**config.mk**
```make
export PLATFORM = sky130hd
export DESIGN_NAME = wgs_core
export DESIGN_NICKNAME = d
export VERILOG_FILES = /design/src/verilog/wgs_pkg.sv /design/src/verilog/wgs_core.sv /design/src/verilog/wgs_sync.sv
export SDC_FILE = /design/constraint.sdc
export NUM_CORES = 1
export LEC_CHECK = 0
export ABC_AREA = 0
export BUFFER_PORTS_ARGS = -buffer_cell sky130_fd_sc_hd__buf_2
export CAP_MARGIN = 25
export CORE_MARGIN = 2
export CORE_UTILIZATION = 55
export DETAILED_ROUTE_END_ITERATION = 8
export GPL_ROUTABILITY_DRIVEN = 1
export PLACE_DENSITY = 0.77
export SLEW_MARGIN = 30
export SYNTH_ARGS = -nofsm -noshare
export SYNTH_HDL_FRONTEND = slang
export SYNTH_SLANG_ARGS = --single-unit
```
**constraint.sdc**
```tcl
create_clock -name sys_clk_i -period 3.45 [get_ports sys_clk_i]
set_clock_uncertainty 0.05 [all_clocks]
set_input_delay 0.345 -clock sys_clk_i [delete_from_list [all_inputs] [get_ports sys_clk_i]]
set_output_delay 0.345 -clock sys_clk_i [all_outputs]
set_load 0.02 [all_outputs]
```
**src/verilog/wgs_pkg.sv**
```systemverilog
// Package for the waveform generator shutdown control block.
// Assumes an 8-bit register port with a 4-bit address.
package wgs_pkg;

   // ****************************************
   // Register offsets
   // ****************************************
   localparam logic [3:0] ADDR_CTRL_ZERO = 4'h0;
   localparam logic [3:0] ADDR_POLARITY  = 4'h1;
   localparam logic [3:0] ADDR_SD_CTRL   = 4'h2;
   localparam logic [3:0] ADDR_SD_SRC    = 4'h3;
   localparam logic [3:0] ADDR_DB_RISE   = 4'h4;
   localparam logic [3:0] ADDR_DB_FALL   = 4'h5;
   localparam logic [3:0] ADDR_OUT_EN    = 4'h6;
   localparam logic [3:0] ADDR_CLK_SEL   = 4'h7;

   // ****************************************
   // Field positions and reset values
   // ****************************************
   localparam int         CTRL_EN_BIT    = 7;
   localparam int         CTRL_LD_BIT    = 6;
   localparam int         POL_IN_BIT     = 5;
   localparam int         SD_BIT         = 7;
   localparam int         NUM_OUT        = 4;
   localparam int         NUM_SRC        = 4;
   localparam int         DB_WIDTH       = 6;
   localparam logic [7:0] RESET_BYTE     = 8'h00;
   localparam logic [7:0] UNMAPPED_READ  = 8'h00;

   // ****************************************
   // Output mode codes
   // ****************************************
   localparam logic [2:0] MODE_STEER      = 3'h0;
   localparam logic [2:0] MODE_SYNC_STEER = 3'h1;
   localparam logic [2:0] MODE_FWD_FULL   = 3'h2;
   localparam logic [2:0] MODE_REV_FULL   = 3'h3;
   localparam logic [2:0] MODE_HALF       = 3'h4;
   localparam logic [2:0] MODE_PUSH_PULL  = 3'h5;

   // Shutdown control register layout
   typedef struct packed {
      logic       shutdown;
      logic       auto_restart;
      logic [1:0] override_level_b_d;
      logic [1:0] override_level_a_c;
      logic [1:0] unused;
   } wgs_sd_ctrl_type;

   // Shutdown source register layout
   typedef struct packed {
      logic [NUM_OUT-1:0] affected;
      logic [NUM_SRC-1:0] source_sel;
   } wgs_sd_src_type;

endpackage

```
**src/verilog/wgs_core.sv**
```systemverilog
// Control side of a complementary waveform generator with shutdown.
// Assumes a register master on sys_clk_i and external bridge drivers.
//
// Functional notes
// [RL1] Generator keeps running in sleep while its clock and input live.
// [RL2] Fast oscillator kept awake when enabled, input active, selected.
// [RL3] Software keeps pins as inputs until enable is set.
// [RL4] Software clears enable, configures everything, then sets enable.
// [RL5] Software sets overrides and shutdown, clears auto-restart first.
// [RL6] Software starts by setting auto-restart or clearing shutdown.
// [RL7] Two-bit override fields give levels for B/D and A/C.
// [RL8] Polarity does not change the override levels.
// [RL9] Auto-restart bit picks software or automatic restart.
// [RL10] Software clear of shutdown works only with all selected sources high.
// [RL11] Auto-restart clears shutdown once all selected sources are high.
// [RL12] Overrides hold until the first input rising edge after clear.
// [RL13] Control bit 7 enables the module.
// [RL14] Bit 6 loads dead-band buffers at next input edge, self-clears.
// [RL15] Load bit settable only when already enabled.
// [RL16] Mode field bits 2-0 select the output mode.
// [RL17] Control bits 5-3 read zero.
// [RL18] Control bits reset to zero.
// [RL19] Shutdown inputs are active-low levels, block clearing.
// [RL20] Software set of shutdown forces the shutdown state.
// [RL21] Shutdown entry overrides outputs without a clock edge.
`timescale 1ns/1ns
module wgs_core (
   input  wire logic        sys_clk_i,
   input  wire logic        rst_b_i,
   input  wire logic [3:0]  reg_addr_i,
   input  wire logic [7:0]  reg_wdata_i,
   input  wire logic        reg_wr_i,
   input  wire logic        reg_rd_i,
   output logic      [7:0]  reg_rdata_o,
   input  wire logic        wave_in_i,
   input  wire logic [3:0]  shutdown_in_b_i,
   input  wire logic        input_src_active_i,
   output logic      [3:0]  wave_o,
   output logic      [3:0]  wave_oe_o,
   output logic      [5:0]  db_rise_o,
   output logic      [5:0]  db_fall_o,
   output logic             fast_osc_keep_o
);

   // ****************************************
   // Reset release
   // ****************************************
   logic [1:0] rst_sync_reg;
   logic [1:0] rst_sync_next;
   logic       rst_n;

   always_comb begin
      rst_sync_next = {rst_sync_reg[0], 1'b1};
   end

   always_ff @(posedge sys_clk_i or negedge rst_b_i) begin
      if (!rst_b_i) begin
         rst_sync_reg <= 2'h0;
      end else begin
         rst_sync_reg <= rst_sync_next;
      end
   end

   assign rst_n = rst_sync_reg[1];

   // ****************************************
   // Pin synchronisers
   // ****************************************
   logic       in_s;
   logic [3:0] sd_b_s;

   wgs_sync #(.WIDTH(1), .RST_VAL(1'b0)) u_in_sync (
      .clk_i   (sys_clk_i),
      .rst_n_i (rst_n),
      .d_i     (wave_in_i),
      .q_o     (in_s)
   );

   wgs_sync #(.WIDTH(4), .RST_VAL(4'hF)) u_sd_sync (
      .clk_i   (sys_clk_i),
      .rst_n_i (rst_n),
      .d_i     (shutdown_in_b_i),
      .q_o     (sd_b_s)
   );

   // ****************************************
   // Register file
   // ****************************************
   logic                     en_reg, en_next;
   logic                     ld_reg, ld_next;
   logic [2:0]               mode_reg, mode_next;
   logic [3:0]               pol_reg, pol_next;
   wgs_pkg::wgs_sd_ctrl_type sdc_reg, sdc_next;
   wgs_pkg::wgs_sd_src_type  sds_reg, sds_next;
   logic [5:0]               dbr_buf_reg, dbr_buf_next;
   logic [5:0]               dbf_buf_reg, dbf_buf_next;
   logic [5:0]               dbr_act_reg, dbr_act_next;
   logic [5:0]               dbf_act_reg, dbf_act_next;
   logic [3:0]               oe_reg, oe_next;
   logic                     clk_fast_reg, clk_fast_next;
   logic                     hold_reg, hold_next;
   logic                     in_d_reg, in_d_next;
   logic                     pp_reg, pp_next;
   logic [3:0]               wave_reg, wave_next;
   logic [7:0]               rdata_reg, rdata_next;
   logic                     wr_ctrl, wr_sdc, rise, fall, src_act;
   logic [3:0]               norm;

   assign wr_ctrl = reg_wr_i && (reg_addr_i == wgs_pkg::ADDR_CTRL_ZERO);
   assign wr_sdc  = reg_wr_i && (reg_addr_i == wgs_pkg::ADDR_SD_CTRL);
   assign rise    = in_s && !in_d_reg;
   assign fall    = !in_s && in_d_reg;
   // Selected shutdown sources, active low
   assign src_act = |(sds_reg.source_sel & ~sd_b_s); // RL19

   always_comb begin
      en_next       = en_reg;
      ld_next       = ld_reg;
      mode_next     = mode_reg;
      pol_next      = pol_reg;
      sdc_next      = sdc_reg;
      sds_next      = sds_reg;
      dbr_buf_next  = dbr_buf_reg;
      dbf_buf_next  = dbf_buf_reg;
      dbr_act_next  = dbr_act_reg;
      dbf_act_next  = dbf_act_reg;
      oe_next       = oe_reg;
      clk_fast_next = clk_fast_reg;
      if (ld_reg && (rise || fall)) begin
         dbr_act_next = dbr_buf_reg; // RL14
         dbf_act_next = dbf_buf_reg;
         ld_next      = 1'b0;
      end
      if (!en_reg) begin
         ld_next = 1'b0;
      end
      if (wr_ctrl) begin
         en_next   = reg_wdata_i[wgs_pkg::CTRL_EN_BIT]; // RL13
         mode_next = reg_wdata_i[2:0]; // RL16
         // Set wins over the hardware clear
         if (en_reg && reg_wdata_i[wgs_pkg::CTRL_EN_BIT] &&
             reg_wdata_i[wgs_pkg::CTRL_LD_BIT]) begin
            ld_next = 1'b1; // RL15
         end else if (!reg_wdata_i[wgs_pkg::CTRL_EN_BIT]) begin
            ld_next = 1'b0;
         end
      end
      if (reg_wr_i) begin
         case (reg_addr_i)
            wgs_pkg::ADDR_POLARITY: pol_next = reg_wdata_i[3:0];
            wgs_pkg::ADDR_SD_SRC:   sds_next = reg_wdata_i;
            wgs_pkg::ADDR_DB_RISE: begin
               dbr_buf_next = reg_wdata_i[5:0];
               if (!en_reg) begin
                  dbr_act_next = reg_wdata_i[5:0];
               end
            end
            wgs_pkg::ADDR_DB_FALL: begin
               dbf_buf_next = reg_wdata_i[5:0];
               if (!en_reg) begin
                  dbf_act_next = reg_wdata_i[5:0];
               end
            end
            wgs_pkg::ADDR_OUT_EN:   oe_next = reg_wdata_i[3:0];
            wgs_pkg::ADDR_CLK_SEL:  clk_fast_next = reg_wdata_i[0];
            default: begin
            end
         endcase
      end
      // Shutdown bit: auto clear, then software, then hardware set
      if (sdc_reg.auto_restart && !src_act) begin
         sdc_next.shutdown = 1'b0; // RL9 RL11
      end
      if (wr_sdc) begin
         sdc_next.auto_restart       = reg_wdata_i[6];
         sdc_next.override_level_b_d = reg_wdata_i[5:4];
         sdc_next.override_level_a_c = reg_wdata_i[3:2];
         if (reg_wdata_i[wgs_pkg::SD_BIT]) begin
            sdc_next.shutdown = 1'b1; // RL20
         end else if (!src_act) begin
            sdc_next.shutdown = 1'b0; // RL10
         end
      end
      if (src_act) begin
         sdc_next.shutdown = 1'b1; // RL19
      end
      sdc_next.unused = 2'h0;
   end

   // ****************************************
   // Waveform and override state
   // ****************************************
   always_comb begin
      in_d_next = in_s;
      pp_next   = rise ? !pp_reg : pp_reg;
      // Overrides stay until first rise after clear
      if (sdc_reg.shutdown) begin
         hold_next = 1'b1; // RL12
      end else if (rise) begin
         hold_next = 1'b0; // RL12
      end else begin
         hold_next = hold_reg;
      end
      case (mode_reg) // RL16
         wgs_pkg::MODE_STEER:      norm = {4{in_s}};
         wgs_pkg::MODE_SYNC_STEER: norm = {4{in_s}};
         wgs_pkg::MODE_FWD_FULL:   norm = {in_s, 1'b0, 1'b0, 1'b1};
         wgs_pkg::MODE_REV_FULL:   norm = {1'b0, 1'b1, in_s, 1'b0};
         wgs_pkg::MODE_HALF:       norm = {!in_s, in_s, !in_s, in_s};
         wgs_pkg::MODE_PUSH_PULL: begin
            norm = {in_s && !pp_reg, in_s && pp_reg,
                    in_s && !pp_reg, in_s && pp_reg};
         end
         default:                  norm = 4'h0;
      endcase
      wave_next = norm ^ pol_reg;
   end

   always_ff @(posedge sys_clk_i or negedge rst_n) begin
      if (!rst_n) begin
         en_reg       <= 1'b0; // RL18
         ld_reg       <= 1'b0;
         mode_reg     <= 3'h0;
         pol_reg      <= 4'h0;
         sdc_reg      <= wgs_pkg::RESET_BYTE;
         sds_reg      <= wgs_pkg::RESET_BYTE;
         dbr_buf_reg  <= 6'h00;
         dbf_buf_reg  <= 6'h00;
         dbr_act_reg  <= 6'h00;
         dbf_act_reg  <= 6'h00;
         oe_reg       <= 4'h0;
         clk_fast_reg <= 1'b0;
         hold_reg     <= 1'b0;
         in_d_reg     <= 1'b0;
         pp_reg       <= 1'b0;
         wave_reg     <= 4'h0;
         rdata_reg    <= wgs_pkg::RESET_BYTE;
      end else begin
         en_reg       <= en_next;
         ld_reg       <= ld_next;
         mode_reg     <= mode_next;
         pol_reg      <= pol_next;
         sdc_reg      <= sdc_next;
         sds_reg      <= sds_next;
         dbr_buf_reg  <= dbr_buf_next;
         dbf_buf_reg  <= dbf_buf_next;
         dbr_act_reg  <= dbr_act_next;
         dbf_act_reg  <= dbf_act_next;
         oe_reg       <= oe_next;
         clk_fast_reg <= clk_fast_next;
         hold_reg     <= hold_next;
         in_d_reg     <= in_d_next;
         pp_reg       <= pp_next;
         wave_reg     <= wave_next;
         rdata_reg    <= rdata_next;
      end
   end

   // ****************************************
   // Read port
   // ****************************************
   always_comb begin
      rdata_next = rdata_reg;
      if (reg_rd_i) begin
         case (reg_addr_i)
            wgs_pkg::ADDR_CTRL_ZERO:
               rdata_next = {en_reg, ld_reg, 3'h0, mode_reg}; // RL17
            wgs_pkg::ADDR_POLARITY: rdata_next = {2'h0, in_s, 1'h0, pol_reg};
            wgs_pkg::ADDR_SD_CTRL:  rdata_next = sdc_reg;
            wgs_pkg::ADDR_SD_SRC:   rdata_next = sds_reg;
            wgs_pkg::ADDR_DB_RISE:  rdata_next = {2'h0, dbr_buf_reg};
            wgs_pkg::ADDR_DB_FALL:  rdata_next = {2'h0, dbf_buf_reg};
            wgs_pkg::ADDR_OUT_EN:   rdata_next = {4'h0, oe_reg};
            wgs_pkg::ADDR_CLK_SEL:  rdata_next = {7'h0, clk_fast_reg};
            default:                rdata_next = wgs_pkg::UNMAPPED_READ;
         endcase
      end
   end

   // ****************************************
   // Output stage
   // ****************************************
   logic       ovr;
   logic [3:0] lvl;

   // Raw pins give immediate override ahead of the synchroniser
   assign ovr = sdc_reg.shutdown || hold_reg ||
                |(sds_reg.source_sel & ~shutdown_in_b_i); // RL21
   // Order A, B, C, D; levels bypass polarity
   assign lvl = {sdc_reg.override_level_b_d[1], sdc_reg.override_level_a_c[1],
                 sdc_reg.override_level_b_d[0],
                 sdc_reg.override_level_a_c[0]}; // RL7 RL8

   genvar g;
   generate
      for (g = 0; g < wgs_pkg::NUM_OUT; g++) begin : g_out
         assign wave_o[g] = (ovr && sds_reg.affected[g]) ? lvl[g]
                                                         : wave_reg[g];
         assign wave_oe_o[g] = en_reg && oe_reg[g]; // RL13
      end
   endgenerate

   assign reg_rdata_o = rdata_reg;
   assign db_rise_o   = dbr_act_reg;
   assign db_fall_o   = dbf_act_reg;
   // Runs on its own clock; sleep does not gate it
   assign fast_osc_keep_o = en_reg && input_src_active_i &&
                            clk_fast_reg; // RL1 RL2

   // ****************************************
   // Assertions
   // ****************************************
   property p_ld_needs_en;
      @(posedge sys_clk_i) disable iff (!rst_n)
      (wr_ctrl && !en_reg) |=> !ld_reg;
   endproperty
   a_ld_needs_en: assert property (p_ld_needs_en) // RL15
      else $error("load bit set in same write as enable");

   property p_ctrl_zero_bits;
      @(posedge sys_clk_i) disable iff (!rst_n)
      (reg_rd_i && reg_addr_i == wgs_pkg::ADDR_CTRL_ZERO)
         |=> (reg_rdata_o[5:3] == 3'h0) && (reg_rdata_o[2:0] == mode_reg);
   endproperty
   a_ctrl_zero_bits: assert property (p_ctrl_zero_bits) // RL17
      else $error("control read wrong");

   property p_sw_clear_blocked;
      @(posedge sys_clk_i) disable iff (!rst_n)
      (wr_sdc && src_act) |=> sdc_reg.shutdown;
   endproperty
   a_sw_clear_blocked: assert property (p_sw_clear_blocked) // RL10
      else $error("shutdown cleared with source active");

   property p_auto_clear;
      @(posedge sys_clk_i) disable iff (!rst_n)
      (sdc_reg.auto_restart && !src_act && !wr_sdc) |=> !sdc_reg.shutdown;
   endproperty
   a_auto_clear: assert property (p_auto_clear) // RL11
      else $error("auto restart did not clear shutdown");

   property p_hold_after_clear;
      @(posedge sys_clk_i) disable iff (!rst_n)
      $fell(sdc_reg.shutdown) |-> hold_reg ##1 (hold_reg || $past(rise));
   endproperty
   a_hold_after_clear: assert property (p_hold_after_clear) // RL12
      else $error("override released before rising edge");

   property p_ld_transfer;
      @(posedge sys_clk_i) disable iff (!rst_n)
      (ld_reg && en_reg && (rise || fall) && !wr_ctrl)
         |=> !ld_reg && (db_rise_o == $past(dbr_buf_reg));
   endproperty
   a_ld_transfer: assert property (p_ld_transfer) // RL14
      else $error("dead-band transfer missing");

   property p_src_sets_sd;
      @(posedge sys_clk_i) disable iff (!rst_n)
      src_act |=> sdc_reg.shutdown;
   endproperty
   a_src_sets_sd: assert property (p_src_sets_sd) // RL19
      else $error("active source did not set shutdown");

   property p_override_level;
      @(posedge sys_clk_i) disable iff (!rst_n)
      (sdc_reg.shutdown && sds_reg.affected[0])
         |-> wave_o[0] == sdc_reg.override_level_a_c[0];
   endproperty
   a_override_level: assert property (p_override_level) // RL7 RL8
      else $error("override level wrong on output A");

   property p_disabled_no_drive;
      @(posedge sys_clk_i) disable iff (!rst_n)
      !en_reg |-> (wave_oe_o == 4'h0);
   endproperty
   a_disabled_no_drive: assert property (p_disabled_no_drive) // RL13
      else $error("outputs driven while disabled");

endmodule

```
**src/verilog/wgs_sync.sv**
```systemverilog
// Two-stage synchroniser for pin-level inputs.
// Assumes a single clock and an active-low reset already synchronised.
`timescale 1ns/1ns
module wgs_sync #(
   parameter int            WIDTH    = 1,
   parameter logic [WIDTH-1:0] RST_VAL = '0
) (
   input  wire logic             clk_i,
   input  wire logic             rst_n_i,
   input  wire logic [WIDTH-1:0] d_i,
   output logic      [WIDTH-1:0] q_o
);

   logic [WIDTH-1:0] stage1_reg;
   logic [WIDTH-1:0] stage1_next;
   logic [WIDTH-1:0] stage2_reg;
   logic [WIDTH-1:0] stage2_next;

   always_comb begin
      stage1_next = d_i;
      stage2_next = stage1_reg;
   end

   always_ff @(posedge clk_i or negedge rst_n_i) begin
      if (!rst_n_i) begin
         stage1_reg <= RST_VAL;
         stage2_reg <= RST_VAL;
      end else begin
         stage1_reg <= stage1_next;
         stage2_reg <= stage2_next;
      end
   end

   assign q_o = stage2_reg;

endmodule
```
Word level (Yosys, flattened, before mapping)
Cells that the tools add are included.
{ "word_totals": {"wordCells": 108, "reg_bits": 79} }
{ "op_classes": {"n_reduce_logical": 40, "bitwise": 5, "muxes": 25, "n_eq_ne": 12} }
{ "ops": {"columns": ["operator", "count"], "rows": [
  ["one-hot mux 8 bit (8 select lines)", 1],
  ["2-to-1 mux 6 bit", 9],
  ["logical AND 1 bit", 20],
  ["one-hot mux 4 bit (5 select lines)", 1],
  ["equality test 4 x 3 -> 1 bit, second input constant", 4],
  ["2-to-1 mux 1 bit", 14],
  ["AND reduction 2 bit", 6],
  ["bitwise AND 4 bit", 2],
  ["equality test 4 x 2 -> 1 bit, second input constant", 2],
  ["inverter 4 bit", 2],
  ["OR reduction 4 bit", 2],
  ["equality test 3 x 2 -> 1 bit, second input constant", 2],
  ["equality test 3 bit, second input constant", 2],
  ["equality test 4 x 1 -> 1 bit, second input constant", 1],
  ["logical NOT 1 bit", 4],
  ["logical NOT 4 bit", 1],
  ["XOR 4 bit", 1],
  ["equality test 3 x 1 -> 1 bit, second input constant", 1],
  ["logical NOT 3 bit", 1],
  ["logical OR 1 bit", 3],
  ["nonzero test 3 bit", 1],
  ["nonzero test 2 bit", 1],
  ["OR reduction 2 bit", 1]
]} }

Logic depth before layout (Yosys ltp)
{ "depth": {"depth_word": 9, "ltp_mapped": 6, "depth_no_buf": 5} }

Cells and area by module
From an unflattened synthesis, not the netlist that was laid out.
{ "hier_totals": {"hier_cells": 310, "area_unflattened_um2": 3619.7} }
{ "by_module_without_submodules": {"columns": ["mod", "cells_per_inst", "area_each_um2", "instances"], "rows": [
  ["wgs_core", 300, 3359.5, 1],
  ["wgs_sync (u_sd_sync)", 8, 210.2, 1],
  ["wgs_sync (u_in_sync)", 2, 50.0, 1]
]} }

Worst setup path before layout
No wires, ideal clock.
{ "synth_path": {"kind": "reg-to-reg", "startpoint": "register u_in_sync.stage2_reg (netlist: u_in_sync.q_o)", "endpoint": "register dbr_act_reg[0] (netlist: db_rise_o[0])", "setup_slack_ns": 1.854, "t_arrival_ns": 1.408, "stages_incl_launch_ff": 6, "path_cell_list": "dfrtp_1 -> ha_1 -> nand2b_1 -> buf_2 -> mux2i_1 -> o21ai_0"} }
{ "synth_via": {"elab_chain_cells": 8} }
{ "synth_rtl": {"columns": ["item", "line", "source"], "rows": [
  ["start: declaration", "wgs_sync.sv:16", "logic [WIDTH-1:0] stage2_reg;"],
  ["start signal: assignment", "wgs_sync.sv:30", "stage2_reg <= stage2_next;"],
  ["logical NOT 1 bit", "wgs_core.sv:112", "assign fall = !in_s && in_d_reg;"],
  ["logical AND 1 bit", "wgs_core.sv:112", null],
  ["logical OR 1 bit *", "wgs_core.sv:129", "if (ld_reg && (rise || fall)) begin"],
  ["logical AND 1 bit *", "wgs_core.sv:129", null],
  ["2-to-1 mux 6 bit *", "wgs_core.sv:129", null],
  ["2-to-1 mux 6 bit", "wgs_core.sv:154", "if (!en_reg) begin"],
  ["2-to-1 mux 6 bit", "wgs_core.sv:149", "case (reg_addr_i)"],
  ["2-to-1 mux 6 bit *", "wgs_core.sv:148", "if (reg_wr_i) begin"],
  ["via dbr_act_next[0]", "wgs_core.sv:97", "logic [5:0] dbr_act_reg, dbr_act_next;"],
  ["end signal: assignment", "wgs_core.sv:247", "dbr_act_reg <= dbr_act_next;"],
  ["end: declaration", "wgs_core.sv:97", null]
]} }
Mark *: on every way through the listed nets, which the timed path passes. The rest lies on a longest branch.
A chain may end at the register's enable or synchronous reset.

Final worst setup path
{ "layout_path": {"startpoint": "register sds_reg[2] (netlist bit)", "endpoint": "output wave_o[0]"} }
{ "layout_via": {"elab_chain_cells": 5} }
{ "layout_rtl": {"columns": ["item", "line", "source"], "rows": [
  ["start: declaration", "wgs_core.sv:94", "wgs_pkg::wgs_sd_src_type sds_reg, sds_next;"],
  ["start signal: assignment", "wgs_core.sv:226", "sds_reg <= wgs_pkg::RESET_BYTE;"],
  ["start signal: assignment", "wgs_core.sv:244", "sds_reg <= sds_next;"],
  ["bitwise AND 4 bit", "wgs_core.sv:288", "|(sds_reg.source_sel & ~shutdown_in_b_i);"],
  ["OR reduction 4 bit", "wgs_core.sv:288", null],
  ["logical OR 1 bit", "wgs_core.sv:287", "assign ovr = sdc_reg.shutdown || hold_reg ||"],
  ["logical AND 1 bit", "wgs_core.sv:297", "assign wave_o[g] = (ovr && sds_reg.affected[g]) ? lvl[g]"],
  ["2-to-1 mux 1 bit", "wgs_core.sv:297", null],
  ["end: declaration", "wgs_core.sv:38", "output logic [3:0] wave_o,"]
]} }
No other way between the ends.

==> results.py <==
metrics = {
    "yosys": {
        "synth_cell_types": 49,
        "syn-num-nets": 325,
        "yosysWarningCount": 0,
        "yosys-top-cells-area": "dfrtp_1, mux2_2, dfstp_2",
        "synthArstFlopShare_pct": 100,
        "synth-edff-count": 0,
        "synth_top_area_share_pct": 49.5,
        "synth-seq-cells": 79,
        "synth_seq_area_share_pct": 55.3,
        "avgSynthCellArea_um2": 11.9,
        "syn-cell-area_um2": 3590,
        "synth_top_area_cell": "dfrtp_1",
        "synth_ff_type": "dfrtp_1",
        "synth_cells": 302,
    },
    "run_status": {
        "status": "completed",
    },
    "pwr": {
        "swShare_pct": 30.5,
        "combPwrFrac_pct": 22.6,
        "p_clk_share_pct": 29.7,
        "p_int_mw": 1.88,
        "power.switching_uw": 823,
        "power.density_nw_per_um2": 649,
        "peakVddDrop_v": 0.000389,
        "p_leak_nw": 1.95,
        "p_seq_share_pct": 47.7,
    },
    "floorplan": {
        "dieArea_um2": 7190,
        "dieHeight_um": 84.8,
        "initial_core_util_pct": 56.6,
        "ioPinCount": 51,
        "core-area_um2": 6350,
        "die_w_um": 84.8,
        "rows": 29,
    },
    "hold_path": {
        "hold_path_class": "in -> reg",
        "min_path_cells": 1,
        "min-delay-start": "shutdown_in_b_i[1]",
    },
    "sta": {
        "fmax_mhz": 430,
        "drv_slew": 0,
        "finalHoldViolCount": 0,
        "fin_ws_ns": 1.13,
        "setup-violations-final": 0,
        "tns_ns": 0,
        "final.min_clock_period_ns": 2.32,
        "fin_crit_sh_pct": 67.3,
        "tightest_slew_ns": 0.764,
        "rsz0062_at_grt": "false",
        "slew_headroom_pct": 49.1,
    },
    "global_routing": {
        "grt_pass1_vias": 2610,
        "overflow": 0,
        "track_usage_pct": 24.9,
        "antenna_found_initial": 0,
        "grt_pass1_wl_um": 13700,
        "grt_max_degree": 33,
    },
    "final_layout": {
        "antenna_cells": 0,
        "fill_cells": 504,
        "final_util_pct": 65.5,
        "multi_input_area_um2": 1500,
        "final_cell_area_um2": 4160,
        "finalNonFillerCells": 435,
        "nets": 376,
        "final_cell_mix": "dfrtp_1, buf_2, mux2_2, o21ai_0, nand2_1",
        "final_common_cell": "dfrtp_1",
        "seqCellArea_um2": 1990,
        "syn2layout_area_growth_pct": 15.7,
        "drive_above_1_share_pct": 35.2,
    },
    "routing": {
        "drt_iter0_markers": 240,
        "vias_per_cell": 5.95,
        "wl_per_cell_um": 18.8,
        "drc": 0,
        "via_count": 2587,
        "drt-total-wl_um": 8200,
        "drt.antenna.violating_nets": 0,
        "dr.pass1.iters": 5,
    },
    "critical_path": {
        "worstPathArrival_ns": 1.93,
        "crit_required_ns": 3.05,
        "worst-setup-path-type": "reg -> out",
        "crit_path_start": "sds_reg[2]",
        "worstSetupStartpointType": "register",
        "cp_max_fo": 4,
        "reg2regPathDepth": 4,
        "r2r_start": "u_in_sync.q_o",
        "end_kind": "output pin",
    },
    "clocking": {
        "cts.clk_slew.worst_paths_ns": 0.08,
        "clock_latency_ns": 0.34,
        "numCtsBuffers": 9,
        "postCtsSetupBuffers": 0,
        "tritoncts": "done",
        "cts-root-buf": "clkbuf_8",
        "clock-sinks": 79,
        "h-tree-depth": 3,
        "cts.path.max_buffers": 2,
        "cts_resized": 0,
        "cts_hold_buffers": 1,
    },
    "placement": {
        "preCtsSetupSlack_ns": 1.27,
        "hpwlAfterDp_um": 5860,
        "place_area_um2": 3900,
        "dp_cells": 418,
        "portBuffers": 50,
        "gp_congestion": 0.844,
    },
    "run": {
        "drv_cap": 0,
    },
}
-- final timing paths --
path / end / slack (ns)
setup / recovery: wave_o[0] / 1.13
hold / removal: u_sd_sync.stage1_reg[1] / 0.05
setup reg to reg: db_fall_o[5] / 1.48
hold reg to reg: u_in_sync.q_o / 0.18
max in group asynchronous: dbf_buf_reg[4] / 2.39
min in group asynchronous: u_in_sync.q_o / 0.18
-- power by group through the flow --
stage | combinational (mW) | sequential (mW) | clock (mW)
after floorplan | 0.376 | 1.31 | 0
after global placement | 0.588 | 1.29 | 0
after detailed placement | 0.605 | 1.30 | 0
after CTS | 0.612 | 1.28 | 0.812
after global routing | 0.664 | 1.31 | 0.856
final | 0.611 | 1.29 | 0.801
-- cell families (layout without fill, tap and decap cells) --
| logic type | count (synthesis) | in the layout | share of synthesized area [%] |
|---|---|---|---|
| buffers and inverters | 26 | 82 | 3.00 |
| multiplexers | 56 | 56 | 18.0 |
| XOR/XNOR | 5 | 5 | 1.22 |
| AND/OR/NAND/NOR | 67 | 67 | 10.1 |
| adder cells (fa/ha/maj) | 1 | 1 | 0.348 |
| AO/OA/AOI/OAI | 67 | 67 | 11.9 |
| flip-flops | 79 | 79 | 55.3 |
| other | 1 | 1 | 0.104 |
-- final cells by class --
class | count | share of cell area [%]
Clock buffer | 12 | 3.97
Clock inverter | 4 | 1.84
Inverter | 12 | 1.08
Multi-Input combinational cell | 197 | 36.2
Sequential cell | 79 | 47.8
Tap cell | 77 | 2.32
Timing Repair Buffer | 54 | 6.80
-- synthesized netlist by cell type (2+ instances only) --
cell,count
dfrtp_1,71
mux2_2,35
o21ai_0,26
nand2_1,22
mux2i_1,14
inv_1,12
a21oi_1,9
nor2_1,9
a22oi_1,8
buf_2,8
dfstp_2,8
nor2b_1,7
clkbuf_1,6
mux2_4,6
nand2b_1,6
a221oi_1,4
and2_1,4
xnor2_1,4
a21o_1,3
nand3_1,3
o211ai_1,3
o2bb2ai_1,3
a22o_1,2
a31oi_1,2
nor4_1,2
o22ai_1,2
-- metal layers --
metal	up-vias	global-route usage, %	wire [µm]
met2	91	38.6	4030
met1	1298	35.4	3700
met5	-	0	0
met3	12	5.64	353
met4	0	8.08	114
li1	1186	-	-
-- stage by stage --
stage | total power, mW | hold slack [ns]
2_1_floorplan | 1.68 | -0.000591
3_3_place_gp | 1.88 | 0.0804
3_5_place_dp | 1.91 | 0.0836
4_1_cts | 2.71 | 0.0408
5_1_grt | 2.83 | 0.0308
6_report | 2.70 | 0.0535
-- worst max-delay path, stage by stage, from the launching register on --
cell and delay, ns:
dfrtp_1 0.40, inv_1 0.10, o221ai_1 0.24, o21ai_0 0.30, mux2_2 0.38, buf_2 0.16
No activity file was read; power rests on OpenSTA's default activity.
